$ cat src/rtl/dlc_pkg.sv
// Constants and types for the code latch host controller.
// Assumes a 10 MHz pclk and an external converter with a double-buffered latch.
package dlc_pkg;

  // ---------------------------------------------------------------
  // Timing
  // ---------------------------------------------------------------
  localparam int CLK_MHZ = 10;
  localparam int ADDR_SETUP_NS = 100;
  localparam int WR_LOW_NS = 200;
  localparam int DATA_SETUP_NS = 200;
  localparam int HOLD_NS = 0;
  localparam int SETUP_RAW = (ADDR_SETUP_NS * CLK_MHZ + 999) / 1000;
  localparam int SETUP_CYC = (SETUP_RAW > 0) ? SETUP_RAW : 1;
  localparam int WR_RAW = (WR_LOW_NS * CLK_MHZ + 999) / 1000;
  localparam int WR_CYC = (WR_RAW > 0) ? WR_RAW : 1;
  localparam int HOLD_RAW = (HOLD_NS * CLK_MHZ + 999) / 1000;
  localparam int HOLD_CYC = (HOLD_RAW > 0) ? HOLD_RAW : 1;

  // ---------------------------------------------------------------
  // Widths and operation codes {op_select_1, op_select_0}
  // ---------------------------------------------------------------
  localparam int CODE_W = 14;
  localparam int LOW_W = 8;
  localparam int HIGH_W = 6;
  localparam logic [1:0] OP_DIRECT = 2'h0;
  localparam logic [1:0] OP_LOW = 2'h2;
  localparam logic [1:0] OP_HIGH = 2'h1;
  localparam logic [1:0] OP_XFER = 2'h3;

  // ---------------------------------------------------------------
  // Register map
  // ---------------------------------------------------------------
  localparam logic [7:0] REG_CTRL = 8'h00;
  localparam logic [7:0] REG_CMD = 8'h04;
  localparam logic [7:0] REG_CODE = 8'h08;
  localparam logic [7:0] REG_STATUS = 8'h0c;
  localparam logic [7:0] REG_BUFS = 8'h10;
  localparam logic [7:0] REG_CONV = 8'h14;
  localparam int CTRL_AUTO_BIT = 0;
  localparam int CTRL_DIRECT_BIT = 1;
  localparam int ST_REFUSED_BIT = 0;
  localparam int ST_BUSY_BIT = 1;
  localparam int BUFS_HIGH_LSB = 8;

  typedef enum logic [1:0] {
    DLC_IDLE = 2'b00,
    DLC_SETUP = 2'b01,
    DLC_STROBE = 2'b10,
    DLC_HOLD = 2'b11
  } dlc_phase_type;

endpackage

$ cat src/rtl/dlc_host.sv
// APB-controlled host that writes codes into a double-buffered converter latch.
// Assumes an APB master on pclk and the converter pins wired straight out.
//
// Design decisions made here: the APB interface to the registers and the register offsets.
`timescale 1ns/1ps
`default_nettype none
module dlc_host (
  input wire logic pclk,
  input wire logic presetn,
  input wire logic psel,
  input wire logic penable,
  input wire logic pwrite,
  input wire logic [7:0] paddr,
  input wire logic [31:0] pwdata,
  output logic [31:0] prdata,
  output logic pready,
  output logic pslverr,
  output logic chip_select_n,
  output logic write_strobe_n,
  output logic op_select_0,
  output logic op_select_1,
  output logic [13:0] code_in,
  output logic factory_program_pin
);

  typedef struct packed {
    logic auto_load;
    logic direct;
    logic [13:0] code;
    logic pend;
    logic [1:0] pend_op;
    logic [1:0] step;
    logic refused;
    logic [7:0] low_sh;
    logic [5:0] high_sh;
    logic [13:0] conv_sh;
    logic [31:0] prdata;
  } dlc_host_type;

  dlc_host_type s_r, s_nxt;

  logic seq_start;
  logic seq_busy;
  logic seq_done;
  logic [1:0] seq_op;
  logic [13:0] seq_code;
  logic busy_any;
  logic setup_ph;
  logic wr_acc;
  logic mapped;

  // ---------------------------------------------------------------
  // Pin cycle engine
  // ---------------------------------------------------------------
  assign seq_start = s_r.pend && !seq_busy;

  dlc_pin_seq u_seq (
    .pclk(pclk),
    .presetn(presetn),
    .start(seq_start),
    .op_in(s_r.pend_op),
    .code_in(s_r.code),
    .busy(seq_busy),
    .done(seq_done),
    .cs_n(chip_select_n),
    .wr_n(write_strobe_n),
    .op(seq_op),
    .code(seq_code)
  );

  assign op_select_0 = seq_op[0];
  assign op_select_1 = seq_op[1];
  assign code_in = seq_code;
  assign factory_program_pin = 1'b1;

  // ---------------------------------------------------------------
  // APB slave
  // ---------------------------------------------------------------
  assign busy_any = s_r.pend || seq_busy || (s_r.step != 2'h0);
  assign setup_ph = psel && !penable;
  assign wr_acc = psel && penable && pwrite;
  assign pready = 1'b1;
  assign prdata = s_r.prdata;

  always_comb begin
    unique case (paddr)
      dlc_pkg::REG_CTRL, dlc_pkg::REG_CMD, dlc_pkg::REG_CODE,
      dlc_pkg::REG_STATUS, dlc_pkg::REG_BUFS, dlc_pkg::REG_CONV: mapped = 1'b1;
      default: mapped = 1'b0;
    endcase
  end

  assign pslverr = psel && penable && !mapped;

  // ---------------------------------------------------------------
  // Next state
  // ---------------------------------------------------------------
  always_comb begin
    s_nxt = s_r;
    // Read data captured in the setup cycle
    if (setup_ph) begin
      s_nxt.prdata = 32'h0000_0000;
      unique case (paddr)
        dlc_pkg::REG_CTRL: begin
          s_nxt.prdata[dlc_pkg::CTRL_AUTO_BIT] = s_r.auto_load;
          s_nxt.prdata[dlc_pkg::CTRL_DIRECT_BIT] = s_r.direct;
        end
        dlc_pkg::REG_CODE: s_nxt.prdata[13:0] = s_r.code;
        dlc_pkg::REG_STATUS: begin
          s_nxt.prdata[dlc_pkg::ST_REFUSED_BIT] = s_r.refused;
          s_nxt.prdata[dlc_pkg::ST_BUSY_BIT] = busy_any;
        end
        dlc_pkg::REG_BUFS: begin
          s_nxt.prdata[7:0] = s_r.low_sh;
          s_nxt.prdata[dlc_pkg::BUFS_HIGH_LSB +: 6] = s_r.high_sh;
        end
        dlc_pkg::REG_CONV: s_nxt.prdata[13:0] = s_r.conv_sh;
        default: s_nxt.prdata = 32'h0000_0000;
      endcase
    end
    // Pending request handed to the engine
    if (seq_start) begin
      s_nxt.pend = 1'b0;
    end
    // Mirror of what the converter now holds
    if (seq_done) begin
      unique case (seq_op)
        dlc_pkg::OP_DIRECT: begin
          s_nxt.low_sh = seq_code[7:0];
          s_nxt.high_sh = seq_code[13:8];
          s_nxt.conv_sh = seq_code;
        end
        dlc_pkg::OP_LOW: s_nxt.low_sh = seq_code[7:0];
        dlc_pkg::OP_HIGH: s_nxt.high_sh = seq_code[13:8];
        dlc_pkg::OP_XFER: s_nxt.conv_sh = {s_r.high_sh, s_r.low_sh};
      endcase
      // Next step of a double-buffered load
      if (s_r.step != 2'h0) begin
        s_nxt.pend = 1'b1;
        s_nxt.pend_op = (s_r.step == 2'h2) ? dlc_pkg::OP_HIGH : dlc_pkg::OP_XFER;
        s_nxt.step = s_r.step - 2'h1;
      end
    end
    // Software writes
    if (wr_acc) begin
      unique case (paddr)
        dlc_pkg::REG_CTRL: begin
          s_nxt.auto_load = pwdata[dlc_pkg::CTRL_AUTO_BIT];
          s_nxt.direct = pwdata[dlc_pkg::CTRL_DIRECT_BIT];
        end
        dlc_pkg::REG_STATUS: begin
          if (pwdata[dlc_pkg::ST_REFUSED_BIT]) begin
            s_nxt.refused = 1'b0;
          end
        end
        dlc_pkg::REG_CODE: begin
          if (!busy_any) begin
            s_nxt.code = pwdata[13:0];
            if (s_r.auto_load) begin
              s_nxt.pend = 1'b1;
              s_nxt.pend_op = s_r.direct ? dlc_pkg::OP_DIRECT : dlc_pkg::OP_LOW;
              s_nxt.step = s_r.direct ? 2'h0 : 2'h2;
            end
          end
        end
        dlc_pkg::REG_CMD: begin
          if (!busy_any) begin
            s_nxt.pend = 1'b1;
            s_nxt.pend_op = pwdata[1:0];
            s_nxt.step = 2'h0;
          end
        end
        default: s_nxt.refused = s_r.refused;
      endcase
      // Set wins over a clear in the same cycle
      if (busy_any && ((paddr == dlc_pkg::REG_CODE) || (paddr == dlc_pkg::REG_CMD))) begin
        s_nxt.refused = 1'b1;
      end
    end
  end

  always_ff @(posedge pclk or negedge presetn) begin
    if (!presetn) begin
      s_r <= '{auto_load: 1'b0, direct: 1'b0, code: 14'h0000, pend: 1'b0,
               pend_op: 2'h0, step: 2'h0, refused: 1'b0, low_sh: 8'h00,
               high_sh: 6'h00, conv_sh: 14'h0000, prdata: 32'h0000_0000};
    end else begin
      s_r <= s_nxt;
    end
  end

  // ---------------------------------------------------------------
  // Checks
  // ---------------------------------------------------------------
  a_factory_program_pin_held_high: assert property (@(posedge pclk) disable iff (!presetn)
    factory_program_pin) else $error("program pin not held high");
  a_low_shadow: assert property (@(posedge pclk) disable iff (!presetn)
    (seq_done && seq_op == dlc_pkg::OP_LOW) |=> s_r.low_sh == $past(seq_code[7:0]))
    else $error("low buffer mirror not updated");
  a_high_shadow: assert property (@(posedge pclk) disable iff (!presetn)
    (seq_done && seq_op == dlc_pkg::OP_HIGH) |=> s_r.high_sh == $past(seq_code[13:8]))
    else $error("high buffer mirror not updated");
  a_double_load: assert property (@(posedge pclk) disable iff (!presetn)
    (wr_acc && paddr == dlc_pkg::REG_CODE && !busy_any && s_r.auto_load && !s_r.direct)
    |=> (s_r.pend_op == dlc_pkg::OP_LOW) ##[15:30] (s_r.conv_sh == s_r.code))
    else $error("double-buffered load did not complete");
  a_direct_load: assert property (@(posedge pclk) disable iff (!presetn)
    (wr_acc && paddr == dlc_pkg::REG_CODE && !busy_any && s_r.auto_load && s_r.direct)
    |=> ##[2:8] (op_select_0 == 1'b0 && op_select_1 == 1'b0 && !write_strobe_n
    && code_in == s_r.code)) else $error("direct load not issued");
  a_busy_refused: assert property (@(posedge pclk) disable iff (!presetn)
    (wr_acc && busy_any && paddr == dlc_pkg::REG_CMD) |=> s_r.refused && $stable(s_r.code))
    else $error("write while busy not refused");

  // ---------------------------------------------------------------
  // Pin cycle checks
  // ---------------------------------------------------------------
  a_idle_pins: assert property (@(posedge pclk) disable iff (!presetn)
    !busy_any |-> chip_select_n && write_strobe_n) else $error("strobes active while idle");
  a_launch_to_cs: assert property (@(posedge pclk) disable iff (!presetn)
    seq_start |=> !chip_select_n && write_strobe_n ##1 !write_strobe_n)
    else $error("pin cycle did not open with select then strobe");
  a_done_idle: assert property (@(posedge pclk) disable iff (!presetn)
    seq_done |-> chip_select_n && write_strobe_n && !seq_busy) else $error("cycle end with pins active");
  a_cs_gap: assert property (@(posedge pclk) disable iff (!presetn)
    $rose(chip_select_n) |=> chip_select_n) else $error("no idle cycle between pin cycles");
  a_pins_held: assert property (@(posedge pclk) disable iff (!presetn)
    (!chip_select_n && $past(!chip_select_n)) |-> $stable(op_select_0) && $stable(op_select_1)
    && $stable(code_in)) else $error("select or data moved inside a pin cycle");
  a_code_on_pins: assert property (@(posedge pclk) disable iff (!presetn)
    !chip_select_n |-> code_in == s_r.code) else $error("data pins differ from code register");
  a_op_on_pins: assert property (@(posedge pclk) disable iff (!presetn)
    seq_start |=> !chip_select_n && {op_select_1, op_select_0} == $past(s_r.pend_op))
    else $error("select pins differ from requested operation");
  a_pend_consumed: assert property (@(posedge pclk) disable iff (!presetn)
    seq_start |=> !s_r.pend) else $error("request not consumed at launch");

  // ---------------------------------------------------------------
  // Sequencing checks
  // ---------------------------------------------------------------
  a_auto_low: assert property (@(posedge pclk) disable iff (!presetn)
    (wr_acc && paddr == dlc_pkg::REG_CODE && !busy_any && s_r.auto_load && !s_r.direct)
    |=> s_r.pend && s_r.step == 2'h2) else $error("buffered load not queued");
  a_auto_direct: assert property (@(posedge pclk) disable iff (!presetn)
    (wr_acc && paddr == dlc_pkg::REG_CODE && !busy_any && s_r.auto_load && s_r.direct)
    |=> s_r.pend && s_r.pend_op == dlc_pkg::OP_DIRECT && s_r.step == 2'h0)
    else $error("direct load not queued");
  a_cmd_launch: assert property (@(posedge pclk) disable iff (!presetn)
    (wr_acc && paddr == dlc_pkg::REG_CMD && !busy_any) |=> s_r.pend && s_r.pend_op == $past(pwdata[1:0]))
    else $error("command not queued");
  a_step_low: assert property (@(posedge pclk) disable iff (!presetn)
    (seq_start && s_r.step == 2'h2) |-> s_r.pend_op == dlc_pkg::OP_LOW)
    else $error("first step is not a low load");
  a_step_high: assert property (@(posedge pclk) disable iff (!presetn)
    (seq_start && s_r.step == 2'h1) |-> s_r.pend_op == dlc_pkg::OP_HIGH)
    else $error("second step is not a high load");
  a_xfer_last: assert property (@(posedge pclk) disable iff (!presetn)
    (seq_done && seq_op == dlc_pkg::OP_HIGH && s_r.step == 2'h1)
    |=> s_r.pend && s_r.pend_op == dlc_pkg::OP_XFER && s_r.step == 2'h0) else $error("transfer not queued last");

  // ---------------------------------------------------------------
  // Mirror and status checks
  // ---------------------------------------------------------------
  a_xfer_mirror: assert property (@(posedge pclk) disable iff (!presetn)
    (seq_done && seq_op == dlc_pkg::OP_XFER) |=> s_r.conv_sh == {$past(s_r.high_sh), $past(s_r.low_sh)})
    else $error("conversion mirror not loaded from buffers");
  a_direct_mirror: assert property (@(posedge pclk) disable iff (!presetn)
    (seq_done && seq_op == dlc_pkg::OP_DIRECT) |=> s_r.conv_sh == $past(seq_code)
    && s_r.low_sh == $past(seq_code[7:0])) else $error("direct load mirror wrong");
  a_low_keeps_conv: assert property (@(posedge pclk) disable iff (!presetn)
    (seq_done && seq_op == dlc_pkg::OP_LOW) |=> $stable(s_r.conv_sh) && $stable(s_r.high_sh))
    else $error("low load touched other registers");
  a_high_keeps_conv: assert property (@(posedge pclk) disable iff (!presetn)
    (seq_done && seq_op == dlc_pkg::OP_HIGH) |=> $stable(s_r.conv_sh) && $stable(s_r.low_sh))
    else $error("high load touched other registers");
  a_conv_quiet: assert property (@(posedge pclk) disable iff (!presetn)
    !seq_done |=> $stable(s_r.conv_sh)) else $error("conversion mirror moved without a cycle end");
  a_bufs_quiet: assert property (@(posedge pclk) disable iff (!presetn)
    !seq_done |=> $stable(s_r.low_sh) && $stable(s_r.high_sh))
    else $error("buffer mirror moved without a cycle end");
  a_code_frozen: assert property (@(posedge pclk) disable iff (!presetn)
    busy_any |=> $stable(s_r.code)) else $error("code register changed during a load");
  a_refused_sticky: assert property (@(posedge pclk) disable iff (!presetn)
    (s_r.refused && !(wr_acc && paddr == dlc_pkg::REG_STATUS && pwdata[dlc_pkg::ST_REFUSED_BIT]))
    |=> s_r.refused) else $error("refused flag lost");
  a_refused_clear: assert property (@(posedge pclk) disable iff (!presetn)
    (wr_acc && paddr == dlc_pkg::REG_STATUS && pwdata[dlc_pkg::ST_REFUSED_BIT]) |=> !s_r.refused)
    else $error("refused flag not cleared");
  a_ctrl_write: assert property (@(posedge pclk) disable iff (!presetn)
    (wr_acc && paddr == dlc_pkg::REG_CTRL) |=> s_r.auto_load == $past(pwdata[dlc_pkg::CTRL_AUTO_BIT])
    && s_r.direct == $past(pwdata[dlc_pkg::CTRL_DIRECT_BIT])) else $error("control bits not taken");

  // ---------------------------------------------------------------
  // Read path checks
  // ---------------------------------------------------------------
  a_status_busy: assert property (@(posedge pclk) disable iff (!presetn)
    (setup_ph && paddr == dlc_pkg::REG_STATUS) |=> prdata[dlc_pkg::ST_BUSY_BIT] == $past(busy_any))
    else $error("busy bit read wrong");
  a_read_code: assert property (@(posedge pclk) disable iff (!presetn)
    (setup_ph && paddr == dlc_pkg::REG_CODE) |=> prdata == {18'h00000, $past(s_r.code)})
    else $error("code register read wrong");
  a_unmapped_read: assert property (@(posedge pclk) disable iff (!presetn)
    (setup_ph && !mapped) |=> prdata == 32'h0000_0000)
    else $error("unmapped read not zero");

endmodule // dlc_host
`default_nettype wire

$ cat src/rtl/dlc_pin_seq.sv
// One write cycle on the converter pins: select, strobe, hold, release.
// Assumes start is only raised while busy is low.
`timescale 1ns/1ps
`default_nettype none
module dlc_pin_seq (
  input wire logic pclk,
  input wire logic presetn,
  input wire logic start,
  input wire logic [1:0] op_in,
  input wire logic [13:0] code_in,
  output logic busy,
  output logic done,
  output logic cs_n,
  output logic wr_n,
  output logic [1:0] op,
  output logic [13:0] code
);

  typedef struct packed {
    dlc_pkg::dlc_phase_type phase;
    logic [2:0] cnt;
    logic cs_n;
    logic wr_n;
    logic [1:0] op;
    logic [13:0] code;
    logic done;
  } dlc_seq_type;

  dlc_seq_type s_r, s_nxt;

  always_comb begin
    s_nxt = s_r;
    s_nxt.done = 1'b0;
    unique case (s_r.phase)
      dlc_pkg::DLC_IDLE: begin
        if (start) begin
          s_nxt.phase = dlc_pkg::DLC_SETUP;
          s_nxt.cs_n = 1'b0;
          s_nxt.op = op_in;
          s_nxt.code = code_in;
          s_nxt.cnt = 3'(dlc_pkg::SETUP_CYC - 1);
        end
      end
      dlc_pkg::DLC_SETUP: begin
        if (s_r.cnt == 3'h0) begin
          s_nxt.phase = dlc_pkg::DLC_STROBE;
          s_nxt.wr_n = 1'b0;
          s_nxt.cnt = 3'(dlc_pkg::WR_CYC - 1);
        end else begin
          s_nxt.cnt = s_r.cnt - 3'h1;
        end
      end
      dlc_pkg::DLC_STROBE: begin
        if (s_r.cnt == 3'h0) begin
          s_nxt.phase = dlc_pkg::DLC_HOLD;
          s_nxt.wr_n = 1'b1;
          s_nxt.cnt = 3'(dlc_pkg::HOLD_CYC - 1);
        end else begin
          s_nxt.cnt = s_r.cnt - 3'h1;
        end
      end
      dlc_pkg::DLC_HOLD: begin
        if (s_r.cnt == 3'h0) begin
          s_nxt.phase = dlc_pkg::DLC_IDLE;
          s_nxt.cs_n = 1'b1;
          s_nxt.done = 1'b1;
        end else begin
          s_nxt.cnt = s_r.cnt - 3'h1;
        end
      end
    endcase
  end

  always_ff @(posedge pclk or negedge presetn) begin
    if (!presetn) begin
      s_r <= '{phase: dlc_pkg::DLC_IDLE, cnt: 3'h0, cs_n: 1'b1, wr_n: 1'b1,
               op: 2'h0, code: 14'h0000, done: 1'b0};
    end else begin
      s_r <= s_nxt;
    end
  end

  assign busy = (s_r.phase != dlc_pkg::DLC_IDLE);
  assign done = s_r.done;
  assign cs_n = s_r.cs_n;
  assign wr_n = s_r.wr_n;
  assign op = s_r.op;
  assign code = s_r.code;

  // ---------------------------------------------------------------
  // Checks
  // ---------------------------------------------------------------
  a_wr_inside_cs: assert property (@(posedge pclk) disable iff (!presetn)
    !wr_n |-> !cs_n) else $error("write strobe low without chip select");
  a_wr_pulse_width: assert property (@(posedge pclk) disable iff (!presetn)
    $fell(wr_n) |-> (!wr_n) [*2] ##1 wr_n) else $error("write pulse width wrong");
  a_addr_setup: assert property (@(posedge pclk) disable iff (!presetn)
    $fell(wr_n) |-> $past(!cs_n) && $stable(op) && $stable(code))
    else $error("select or data not set up before strobe");
  a_hold_after_rise: assert property (@(posedge pclk) disable iff (!presetn)
    $rose(wr_n) |-> !cs_n && $stable(op) && $stable(code) ##1 cs_n && done)
    else $error("no hold after strobe rise");
  a_cycle_bounded: assert property (@(posedge pclk) disable iff (!presetn)
    (start && !busy) |=> busy [*4] ##1 done) else $error("write cycle length wrong");

endmodule // dlc_pin_seq
`default_nettype wire

$ cat config.mk
export PLATFORM = sky130hd
export DESIGN_NAME = dlc_host
export DESIGN_NICKNAME = d
export VERILOG_FILES = /design/src/rtl/dlc_pkg.sv /design/src/rtl/dlc_host.sv /design/src/rtl/dlc_pin_seq.sv
export SDC_FILE = /design/constraint.sdc
export NUM_CORES = 1
export LEC_CHECK = 0
export BUFFER_PORTS_ARGS = -buffer_cell sky130_fd_sc_hd__buf_4
export CAP_MARGIN = 20
export CORE_MARGIN = 1
export CORE_UTILIZATION = 30
export DETAILED_ROUTE_END_ITERATION = 12
export SETUP_SLACK_MARGIN = 0.3
export SLEW_MARGIN = 20
export SYNTH_ARGS = -nofsm -noshare
export SYNTH_HDL_FRONTEND = slang
export SYNTH_HIERARCHICAL = 1
export SYNTH_SLANG_ARGS = --single-unit
$ cat constraint.sdc
create_clock -name pclk -period 2.3 [get_ports pclk]
set_input_delay 0.575 -clock pclk [delete_from_list [all_inputs] [get_ports pclk]]
set_output_delay 0.575 -clock pclk [all_outputs]
set_load 0.03 [all_outputs]
# Word level (Yosys, flattened, before mapping)
# Cells that the tools add are included.
# W data, S select, Z words.
# totals
mem_bits_rw	0
latchBits	0
output_inout_bits	53
in_bits	45
regBits	88
n_memories	0
romBits	0
wordCells	106
# op_classes
addsub	2
n_div	0
shifts	0
bitwise	1
n_reduce_logical	37
n_mul	0
order_cmp	0
n_mux	31
n_eq_ne	17
# op_table
operator	count
$pmux W12 S3	1
$pmux W14 S2	1
$mux W5	5
$pmux W5 S4	1
$eq A8 B4 Y1 const B	2
$eq A8 B5 Y1 const B	2
$reduce_bool A2 Y1	7
$mux W6	2
$reduce_and A2 Y1	6
$reduce_and A3 Y1	4
$eq A2 B2 Y1 const B	5
$mux W2	5
$pmux W2 S5	1
$pmux W5 S2	1
$mux W1	9
$mux W3	3
$eq A8 B3 Y1 const B	1
$logic_not A8 Y1	1
$logic_and A1 B1 Y1	6
$ne A2 B1 Y1 const B	3
$reduce_or A6 Y1	1
$eq A2 B1 Y1 const B	2
$logic_not A2 Y1	2
$ne A2 B2 Y1 const B	2
9 further kinds	15

# Depth between registers and ports, before layout
# Gate-level depths: netlist of run 1.
# logic_depth
word_depth	10
ltp_mapped	8
ltp_nobuf	8

# Hierarchy
# The synthesis of run 1 kept the hierarchy.
# by_module_without_submodules
mod	instances	cells_per_inst	seq_area_each_um2	area_per_inst_um2
dlc_host	1	290	1601.5	3321.9
dlc_pin_seq	1	99	603.1	1217.4

# Worst setup path before layout of run 1
# Ideal clock, no wire load.
# synth_timing
path_type	input-to-output
from	input paddr[7]
to	output pslverr
path_stages	4
setup_slack_ns	0.061
required_time_ns	1.725
arrival_time_ns	1.664
n_path_buf	0
path_cell_list	or4b_1 > or2_2 > nand2b_1 > a21oi_1
# synth_via
elab_chain_cells	5
word_cells_on_any_way	10
classes_between	eq/ne (5); mux (1); reduce/logical (4)
# synth_lines
item	line_no	rtl
start: declaration	dlc_host.sv:13	input wire logic [7:0] paddr,
$eq A8 B4 Y1 (tied with other cells)	dlc_host.sv:86	unique case (paddr)
$reduce_or A6 Y1 (*)	dlc_host.sv:86	
$mux W1 (*)	dlc_host.sv:86	
$logic_not A1 Y1 (*)	dlc_host.sv:93	assign pslverr = psel && penable && !mapped;
$logic_and A1 B1 Y1 (*)	dlc_host.sv:93	
end: declaration	dlc_host.sv:17	output logic pslverr,
# Mark *: on every way between the ends. The rest lies on a longest branch, timed or not.

# Final worst setup path of run 1
# Same ends and word-level chain as after synthesis.

==> impl_metrics.toml, run 1 <==
[outcome]
run_status = "finished with violations"
failing_checks = "DRC, setup timing"

[setup_path]
cp_max_delay_cell = "or4b_4"
cp.arrival_ns = 1.73
setup.worst_path.end_class = "primary output"
worstPathRequired_ns = 1.73
max_stage_delay_ns = 0.53
criticalPathCategory = "input pin to primary output"
critical_path.most_common_cell = "buf_6"
crit_path_cell_trace = "buf_6 > or4b_4 > or2_4 > nand2b_4 > a21oi_4 > buf_6"
critical_path.max_fanout = 2
start_kind = "input pin"

[pwr]
seq_power_share_pct = 48.9
switching_power_as_a_share_of_total_power_pct = 22.08
gate_power_share_pct = 5.8
switching_power_w = 0.0007014
max-vdd-ir-drop_v = 0.0003366
total_leakage_power_nw = 2.567
power.internal_w = 0.002476
post-layout-total-power_w = 0.003177
cellPowerDensity_mw_per_mm2 = 589.1
clock_power_share_pct = 45.3

[global_routing]
grt_overflow = 0
grt_max_degree = 40
grt_pass1_vias = 3118
antenna_found_initial = 0
first_pass_grt_wire_length_microns = 16160
grt.total_usage_pct = 13.24

[placed_design]
dpl.hpwl_microns = 6808
io_buffer_count = 59
detailed_place.area_sq_mm = 0.005050
routabilityCongestion = 0.7989

[timing]
max_freq_mhz = 433.7
max_slew.worst_pin.slew_ns = 0.6896
setup-violations-final = 1
finClkSkew_ns = 0.006824
period_share_pct = 100.2
timing.final.crit_period_ns = 2.306
final.hold.worst_slack_ns = 0.2283
maxSlewViolCount = 0
setup_slack_ns = -0.005559
timing_hold_violations_final = 0
grt_setup_unrepaired = "yes"
max-slew-margin-rel_pct = 54.02

[clock_network]
clkTransAtPathRegs_ns = 0.06
tritoncts_sinks = 88
maximum_level_of_the_cts_h_tree = 3
cts_buffers = 9
cts-root-buf = "clkbuf_16"
post-cts-setup-buffers = 0
later_pin_clock_latency_in_the_skew_report_ns = 0.33
clock_path_buffers = 2
ctsHoldBuffers = 0
cts_tree = "built"

[finish]
final_layout_size_suffix_gt1_share_pct = 39.63
layout.cells.most_common_list = "dfrtp_1 (86), buf_4 (70), mux2_2 (47)"
layout.cells.most_common = "dfrtp_1"
antennaDiodeCount = 0
syn2layout_area_growth_pct = 18.80
design.final.nets = 485
fin_area_sq_mm = 0.005393

[hold_path]
hold_path_class = "input pin to asynchronous set/reset pin"

[yosys]
netlist.top_cell.by_area = "dfrtp_1"
number_of_synthesized_flops_with_an_enable_pin = 0
syn-instance-count = 389
synth_area_leaders = "dfrtp_1 (47%), mux2_2 (12%), buf_4 (8.4%)"
part_of_the_yosys_area_used_for_sequential_elements_pct = 48.57
ys_types = 49
yosys_register_bits = 88
ys_dominant_reg_cell = "dfrtp_1"
synth-async-reset-ratio_pct = 100.0
syn_area_sq_mm = 0.004539
synth_top_cell_area_share_pct = 47.41
synth.yosys.warnings = 6
syn-mean-instance-area_sq_um = 11.67

[routing]
remaining_drc_errors = 14
route.detailed.vias_per_inst = 4.803
total_wire_length_after_detailed_routing_microns = 9739
wl_per_cell_microns = 15.76
drt_first_pass_iters = 8
route.vias.total = 2968
detail_route.iter0.violations = 110
drt.antenna.violating_nets = 0

[floorplanning]
design.core.area_sq_mm = 0.01464
num_io_pins = 98
start_util_pct = 31.00
die_width_microns = 125.0
die_h_microns = 125.0
rows = 44
design.die.area_sq_mm = 0.01563

[job]
max_cap_viol_count = 0
-- logic make-up after synthesis --
| kind of cell | synth area share [%] |
|---|---|
| other | 0.1654 |
| DFF | 48.57 |
| muxes | 18.50 |
| and+or+nand+nor | 7.442 |
| AOI/OAI and AO/OA | 11.77 |
| adders and majority gates | 2.756 |
| buffers and inverters | 10.81 |
-- sequential cells by signal (all words and copies together), names as in the netlist --
register,count
u_seq/s_r,5
prdata,14
u_seq/code,14
s_r,50
u_seq/done,1
u_seq/op,2
u_seq/cs_n,1
u_seq/wr_n,1
-- cell usage after synthesis, types with 3 or more instances --
cell,number
nand2b_1,4
dfrtp_1,86
o22ai_1,3
clkbuf_1,8
o31ai_1,3
o2bb2ai_1,12
nor2_1,10
nand3_1,3
a21oi_1,5
mux2i_1,31
a22o_2,9
o21ai_1,3
mux2_2,47
buf_4,51
a2bb2oi_1,3
a22o_1,4
o21ai_0,19
ha_1,10
nand2_1,26
inv_1,10
nor2b_1,3
-- repair_timing --
| item | 4_1_cts | 5_1_grt |
|---|---|---|
| pin swaps | 0 | 2 |
| gates cloned | 0 | 0 |
| gates resized for setup | 6 | 8 |
| endpoints found under the setup margin | 18 | 40 |
-- final timing paths --
check | startpoint | slack, ns | cells past startpoint | to
worst max-delay path | paddr[7] | -0.006 | 6 | pslverr
worst min-delay path | presetn | 0.23 | 1 | u_seq/s_r[19]
worst max register to register | u_seq/s_r[23] | 0.45 | 7 | s_r[67]
worst min register to register | s_r[38] | 0.48 | 2 | s_r[38]
max in group asynchronous | presetn | 1.45 | 2 | s_r[79]
min in group pclk | pwdata[3] | 0.47 | 2 | s_r[69]
-- critical path, delay by kind of cell --
kind	cells	cell delay [ns]
AOI/OAI and AO/OA	1	0.05
and+or+nand+nor	3	0.86
buffers and inverters	2	0.24
-- area by class of cell --
class | instances | area [sq um]
clock buffers | 10 | 239.0
clock inverters | 5 | 57.56
fillers | 1443 | 9251
inverters | 10 | 37.54
multi-input cells | 244 | 1998
flip-flops and latches | 88 | 2205
well taps | 184 | 230.2
repair buffers | 77 | 625.6
-- power groups by stage --
stage	Sequential (W)	Combinational, W	Clock (W)
after global placement	0.00158	0.000182	0
after CTS	0.00155	0.000187	0.00149
after global routing	0.00155	0.000200	0.00155
after floorplan	0.00158	0.000116	0
final	0.00155	0.000183	0.00144
after detailed placement	0.00158	0.000185	0
-- metal layers --
layer,wire length (microns),global-route usage [%]
met1,4092,15.31
met2,5011,23.07
met3,481,4.621
met4,153,3.874
met5,0,0
-- stage by stage --
| stage | cells | worst slack (ns) | setup TNS, ns | utilization [%] |
|---|---|---|---|---|
| floorplan | 407 | 0.2196 | 0 | - |
| global placement | 603 | -0.04425 | -0.04425 | 34.48 |
| detailed placement | 603 | -0.05366 | -0.05366 | 34.48 |
| CTS | 618 | -0.004691 | -0.004691 | 36.69 |
| global route | 618 | -0.02066 | -0.02066 | 36.83 |
| finish | 618 | -0.005559 | -0.005559 | 36.83 |
No activity file was read; power rests on OpenSTA's default activity.
==> run 2: changes to the inputs <==
==> constraint.sdc (replaced) <==
create_clock -name pclk -period 2.58 [get_ports pclk]
set_input_delay 0.645 -clock pclk [delete_from_list [all_inputs] [get_ports pclk]]
set_output_delay 0.645 -clock pclk [all_outputs]
set_load 0.03 [all_outputs]
==> impl_metrics.toml, run 2 (same netlist as run 1, synthesis figures left out) <==
[outcome]
run_status = "finished with violations"
failing_checks = "DRC"

[setup_path]
worstPathRequired_ns = 1.93
critical_path.max_fanout = 2
start_kind = "input pin"
setup.worst_path.end_class = "primary output"
criticalPathCategory = "input pin to primary output"
cp.arrival_ns = 1.81

[finish]
layout.cells.most_common = "dfrtp_1"
regMostFlops = "s_r"
fin_area_sq_mm = 0.005276
final_layout_size_suffix_gt1_share_pct = 36.57
antennaDiodeCount = 0
n_fill_cell = 1435
syn2layout_area_growth_pct = 16.23
layout.cells.most_common_list = "dfrtp_1 (86), buf_4 (71), mux2_2 (47)"
design.final.nets = 483
instances_no_fill = 616
largest_reg_flops = 50

[floorplanning]
rows = 44
die_width_microns = 125.0
design.core.area_sq_mm = 0.01464
start_util_pct = 31.00
design.die.area_sq_mm = 0.01563
die_h_microns = 125.0
num_io_pins = 98

[global_routing]
grt.total_usage_pct = 13.21
grt_max_degree = 43
first_pass_grt_wire_length_microns = 16040
grt_overflow = 0
grt_pass1_vias = 3048
antenna_found_initial = 0

[placed_design]
detailed_place.area_sq_mm = 0.004951
routabilityCongestion = 0.7865
dp.cells = 598
io_buffer_count = 59
dpl.hpwl_microns = 6784

[timing]
max_slew.worst_pin.slew_ns = 0.9513
period_share_pct = 94.99
finClkSkew_ns = 0.006754
setup-violations-final = 0
max_freq_mhz = 408.0
maxSlewViolCount = 0
grt_setup_unrepaired = "yes"
timing_hold_violations_final = 0
max-slew-margin-rel_pct = 36.58
timing.final.crit_period_ns = 2.451
setup_total_negative_slack_ns = 0

[clock_network]
later_pin_clock_latency_in_the_skew_report_ns = 0.34
maximum_level_of_the_cts_h_tree = 3
cts_buffers = 9
cts_tree = "built"
ctsHoldBuffers = 0
cts-root-buf = "clkbuf_16"
clkTransAtPathRegs_ns = 0.06
clock_path_buffers = 2
tritoncts_sinks = 88

[routing]
total_wire_length_after_detailed_routing_microns = 9630
detail_route.iter0.violations = 130
route.vias.total = 2903
route.detailed.vias_per_inst = 4.713
drt.antenna.violating_nets = 0
wl_per_cell_microns = 15.63
remaining_drc_errors = 16
drt_first_pass_iters = 8

[pwr]
cellPowerDensity_mw_per_mm2 = 522.4
total_leakage_power_nw = 2.525
post-layout-total-power_w = 0.002756
max-vdd-ir-drop_v = 0.0002289

[hold_path]
hold_path_class = "input pin to asynchronous set/reset pin"

[job]
max_cap_viol_count = 0
==> run 2: cell count changes in the layout (fill, tap and decap cells not counted), moves of 2 or more <==
cell,delta
inv_1,+2
clkinv_4,-2
o2bb2ai_1,+5
nor2b_1,+2
o2bb2ai_2,-5
inv_2,-2
==> run 2: layout make-up <==
type	count	area (sq um)	area share, %
tap	184	230.2	4.363
clock inverter	3	17.52	0.3320
inverter	10	37.54	0.7114
sequential	88	2205	41.78
multi-input combinational	244	1943	36.83
clock buffer	12	256.5	4.861
timing repair buffer	75	586.8	11.12
==> run 2: final timing paths <==
kind,from,endpoint,slack [ns],cells past startpoint
worst max-delay path,paddr[6],pslverr,0.13,6
worst min-delay path,presetn,u_seq/code[8],0.19,1
worst max register to register,u_seq/s_r[22],s_r[78],0.49,8
worst min register to register,s_r[40],s_r[40],0.48,2
max in group asynchronous,presetn,u_seq/code[2],1.74,2
min in group pclk,s_r[40],s_r[40],0.48,2
==> run 2: worst max-delay path: stages <==
cell and delay (ns):
buf_6 0.09, or4b_4 0.53, or2_4 0.26, nand2b_4 0.08
a21oi_4 0.05, buf_6 0.15
==> run 2: per-layer routing <==
layer,part of all wire [%],vias up,GRT usage (%)
met5,0,-,0
li1,-,1396,-
met1,48,1442,17.25
met4,1.2,0,3.443
met3,6.0,10,4.792
met2,45,55,20.67
==> run 2: what timing repair did <==
item                       4_1_cts  5_1_grt
buffers inserted                 2        1
pin swaps                        3        3
resized for setup                5        1
setup endpoints to repair        1       11
gates cloned                     0        0
==> run 2: power breakdown <==
| part | internal, W | switching, W |
|---|---|---|
| combinational | 0.0000532 | 0.000110 |
| sequential | 0.00138 | 0.00000174 |
| clock | 0.000696 | 0.000512 |
==> run 2: stage by stage <==
step	hold WS (ns)	util (%)	worst slack, ns
final	0.1874	36.03	0.1292
after global routing	0.1932	36.03	0.09759
after CTS	0.1930	35.94	0.1026
after detailed placement	0.4695	33.81	0.01764
after global placement	0.4617	33.81	0.03088
after floorplan	0.3494	-	0.3100
==> run 3: changes to the inputs <==
--- a/config.mk
+++ b/config.mk
@@ -5,11 +5,11 @@
 export SDC_FILE = /design/constraint.sdc
 export NUM_CORES = 1
 export LEC_CHECK = 0
-export BUFFER_PORTS_ARGS = -buffer_cell sky130_fd_sc_hd__buf_4
 export CAP_MARGIN = 20
 export CORE_MARGIN = 1
 export CORE_UTILIZATION = 30
 export DETAILED_ROUTE_END_ITERATION = 12
+export DONT_BUFFER_PORTS = 1
 export SETUP_SLACK_MARGIN = 0.3
 export SLEW_MARGIN = 20
 export SYNTH_ARGS = -nofsm -noshare
==> impl_metrics.toml, run 3 (same netlist as run 1, synthesis figures left out) <==
[routing]
wl_met3_microns = 790
top_layer = "met5"
wl_per_cell_microns = 17.21
m1WireLength_microns = 4146
detail_route.iter0.violations = 113
route.detailed.vias_per_inst = 4.939
drt.antenna.violating_nets = 0
drt_first_pass_iters = 10
route.vias.total = 2746
dr_wl_met2_microns = 4451
remaining_drc_errors = 32
total_wire_length_after_detailed_routing_microns = 9567

[clock_network]
maximum_level_of_the_cts_h_tree = 3
post-cts-setup-buffers = 0
tritoncts_sinks = 88
cts_tree = "built"
later_pin_clock_latency_in_the_skew_report_ns = 0.33
clock_path_buffers = 2
clkTransAtPathRegs_ns = 0.06
cts-root-buf = "clkbuf_16"
cts_buffers = 9

[timing]
period_share_pct = 87.09
max_slew.worst_pin.slew_ns = 0.6761
setup_total_negative_slack_ns = 0
setup_slack_ns = 0.3331
maxSlewViolCount = 0
finClkSkew_ns = 0.007191
timing_hold_violations_final = 0
setup-violations-final = 0
max_freq_mhz = 445.1
timing.final.crit_period_ns = 2.247
max-slew-margin-rel_pct = 54.77
grt_setup_unrepaired = "no"

[floorplanning]
start_util_pct = 31.00
design.die.area_sq_mm = 0.01563
die_width_microns = 125.0
die_h_microns = 125.0
design.core.area_sq_mm = 0.01464
rows = 44
num_io_pins = 98

[finish]
design.final.nets = 422
n_fill_cell = 1455
syn2layout_area_growth_pct = 7.167
final_layout_size_suffix_gt1_share_pct = 26.15
regMostFlops = "s_r"
layout.cells.most_common = "dfrtp_1"
layout.cells.most_common_list = "dfrtp_1 (86), mux2_2 (47), mux2i_1 (31)"
largest_reg_flops = 50

[pwr]
max-vdd-ir-drop_v = 0.0002928
switching_power_w = 0.0005964
cellPowerDensity_mw_per_mm2 = 580.8
seq_power_share_pct = 49.2
clock_power_share_pct = 47.1
power.internal_w = 0.002229
gate_power_share_pct = 3.8
total_leakage_power_nw = 2.235
switching_power_as_a_share_of_total_power_pct = 21.11

[outcome]
run_status = "finished with violations"
failing_checks = "DRC"

[global_routing]
grt_overflow = 0
first_pass_grt_wire_length_microns = 15160
antenna_found_initial = 4
grt.total_usage_pct = 12.50
grt_max_degree = 89
grt_pass1_vias = 2766

[placed_design]
place_ws_ns = 0.2505
routabilityCongestion = 0.7665
dpl.hpwl_microns = 6480
io_buffer_count = 0

[hold_path]
hold_path_class = "input pin to asynchronous set/reset pin"

[setup_path]
cp.arrival_ns = 1.60
setup.worst_path.end_class = "primary output"
worstReg2RegStart = "u_seq/s_r[22]"
criticalPathCategory = "input pin to primary output"
timing.rr.end = "s_r[78]"
start_kind = "input pin"
ff2ff_setup_slack_ns = 0.51
reg2regPathDepth = 8
worstPathRequired_ns = 1.93
critical_path.max_fanout = 3

[job]
max_cap_viol_count = 0
-- run 3: cell type report --
| cell class | count | area [sq um] | area share (%) |
|---|---|---|---|
| flip-flops and latches | 88 | 2205 | 45.32 |
| multi-input cells | 244 | 1943 | 39.94 |
| clock buffers | 12 | 266.5 | 5.478 |
| well taps | 184 | 230.2 | 4.733 |
| repair buffers | 14 | 140.1 | 2.881 |
| clock inverters | 3 | 40.04 | 0.8230 |
| inverters | 10 | 37.54 | 0.7716 |
| diodes | 1 | 2.502 | 0.05144 |
-- run 3: routing by layer --
metal	vias up	GRT usage [%]
li1	1280	-
met1	1387	15.27
met2	58	19.72
met3	15	5.263
met4	6	4.519
met5	-	0
-- run 3: through the flow --
stage               area (sq um)  total power, W  std cells  hold slack [ns]  util, %
floorplan                   4621        0.001512        407           0.3494        -
global placement            4481        0.001484        537           0.3557    30.60
detailed placement          4481        0.001485        537           0.3533    30.60
CTS                         4795        0.002826        552        -0.006725    32.74
global route                4862        0.002932        555           0.1321    33.20
finish                      4865        0.002826        556           0.1351    33.22
-- run 3: how the worst max path moves through the flow --
stage	start	end	slack (ns)	cells past startpoint
after floorplan	paddr[7]	pslverr	0.31	4
after global placement	paddr[7]	pslverr	0.28	4
after detailed placement	paddr[7]	pslverr	0.25	4
after CTS	paddr[7]	pslverr	0.30	4
after global routing	u_seq/s_r[22]	s_r[74]	0.31	8
final	paddr[7]	pslverr	0.33	4
-- run 3: power by group through the flow --
stage / sequential [W] / clock [W] / combinational (W)
after floorplan: 0.00141 / 0 / 0.000102
after global routing: 0.00139 / 0.00143 / 0.000118
final: 0.00139 / 0.00133 / 0.000107
after CTS: 0.00139 / 0.00137 / 0.0000710
after detailed placement: 0.00141 / 0 / 0.0000702
after global placement: 0.00141 / 0 / 0.0000693
-- run 3: repair_timing --
action	CTS	global route
endpoints found under the setup margin	1	15
hold endpoints to repair	75	13
resized for setup	1	2
-- run 3: critical path: stages --
cell,delay (ns)
or4b_4,0.52
or2_4,0.27
nand2b_4,0.08
a21oi_4,0.09
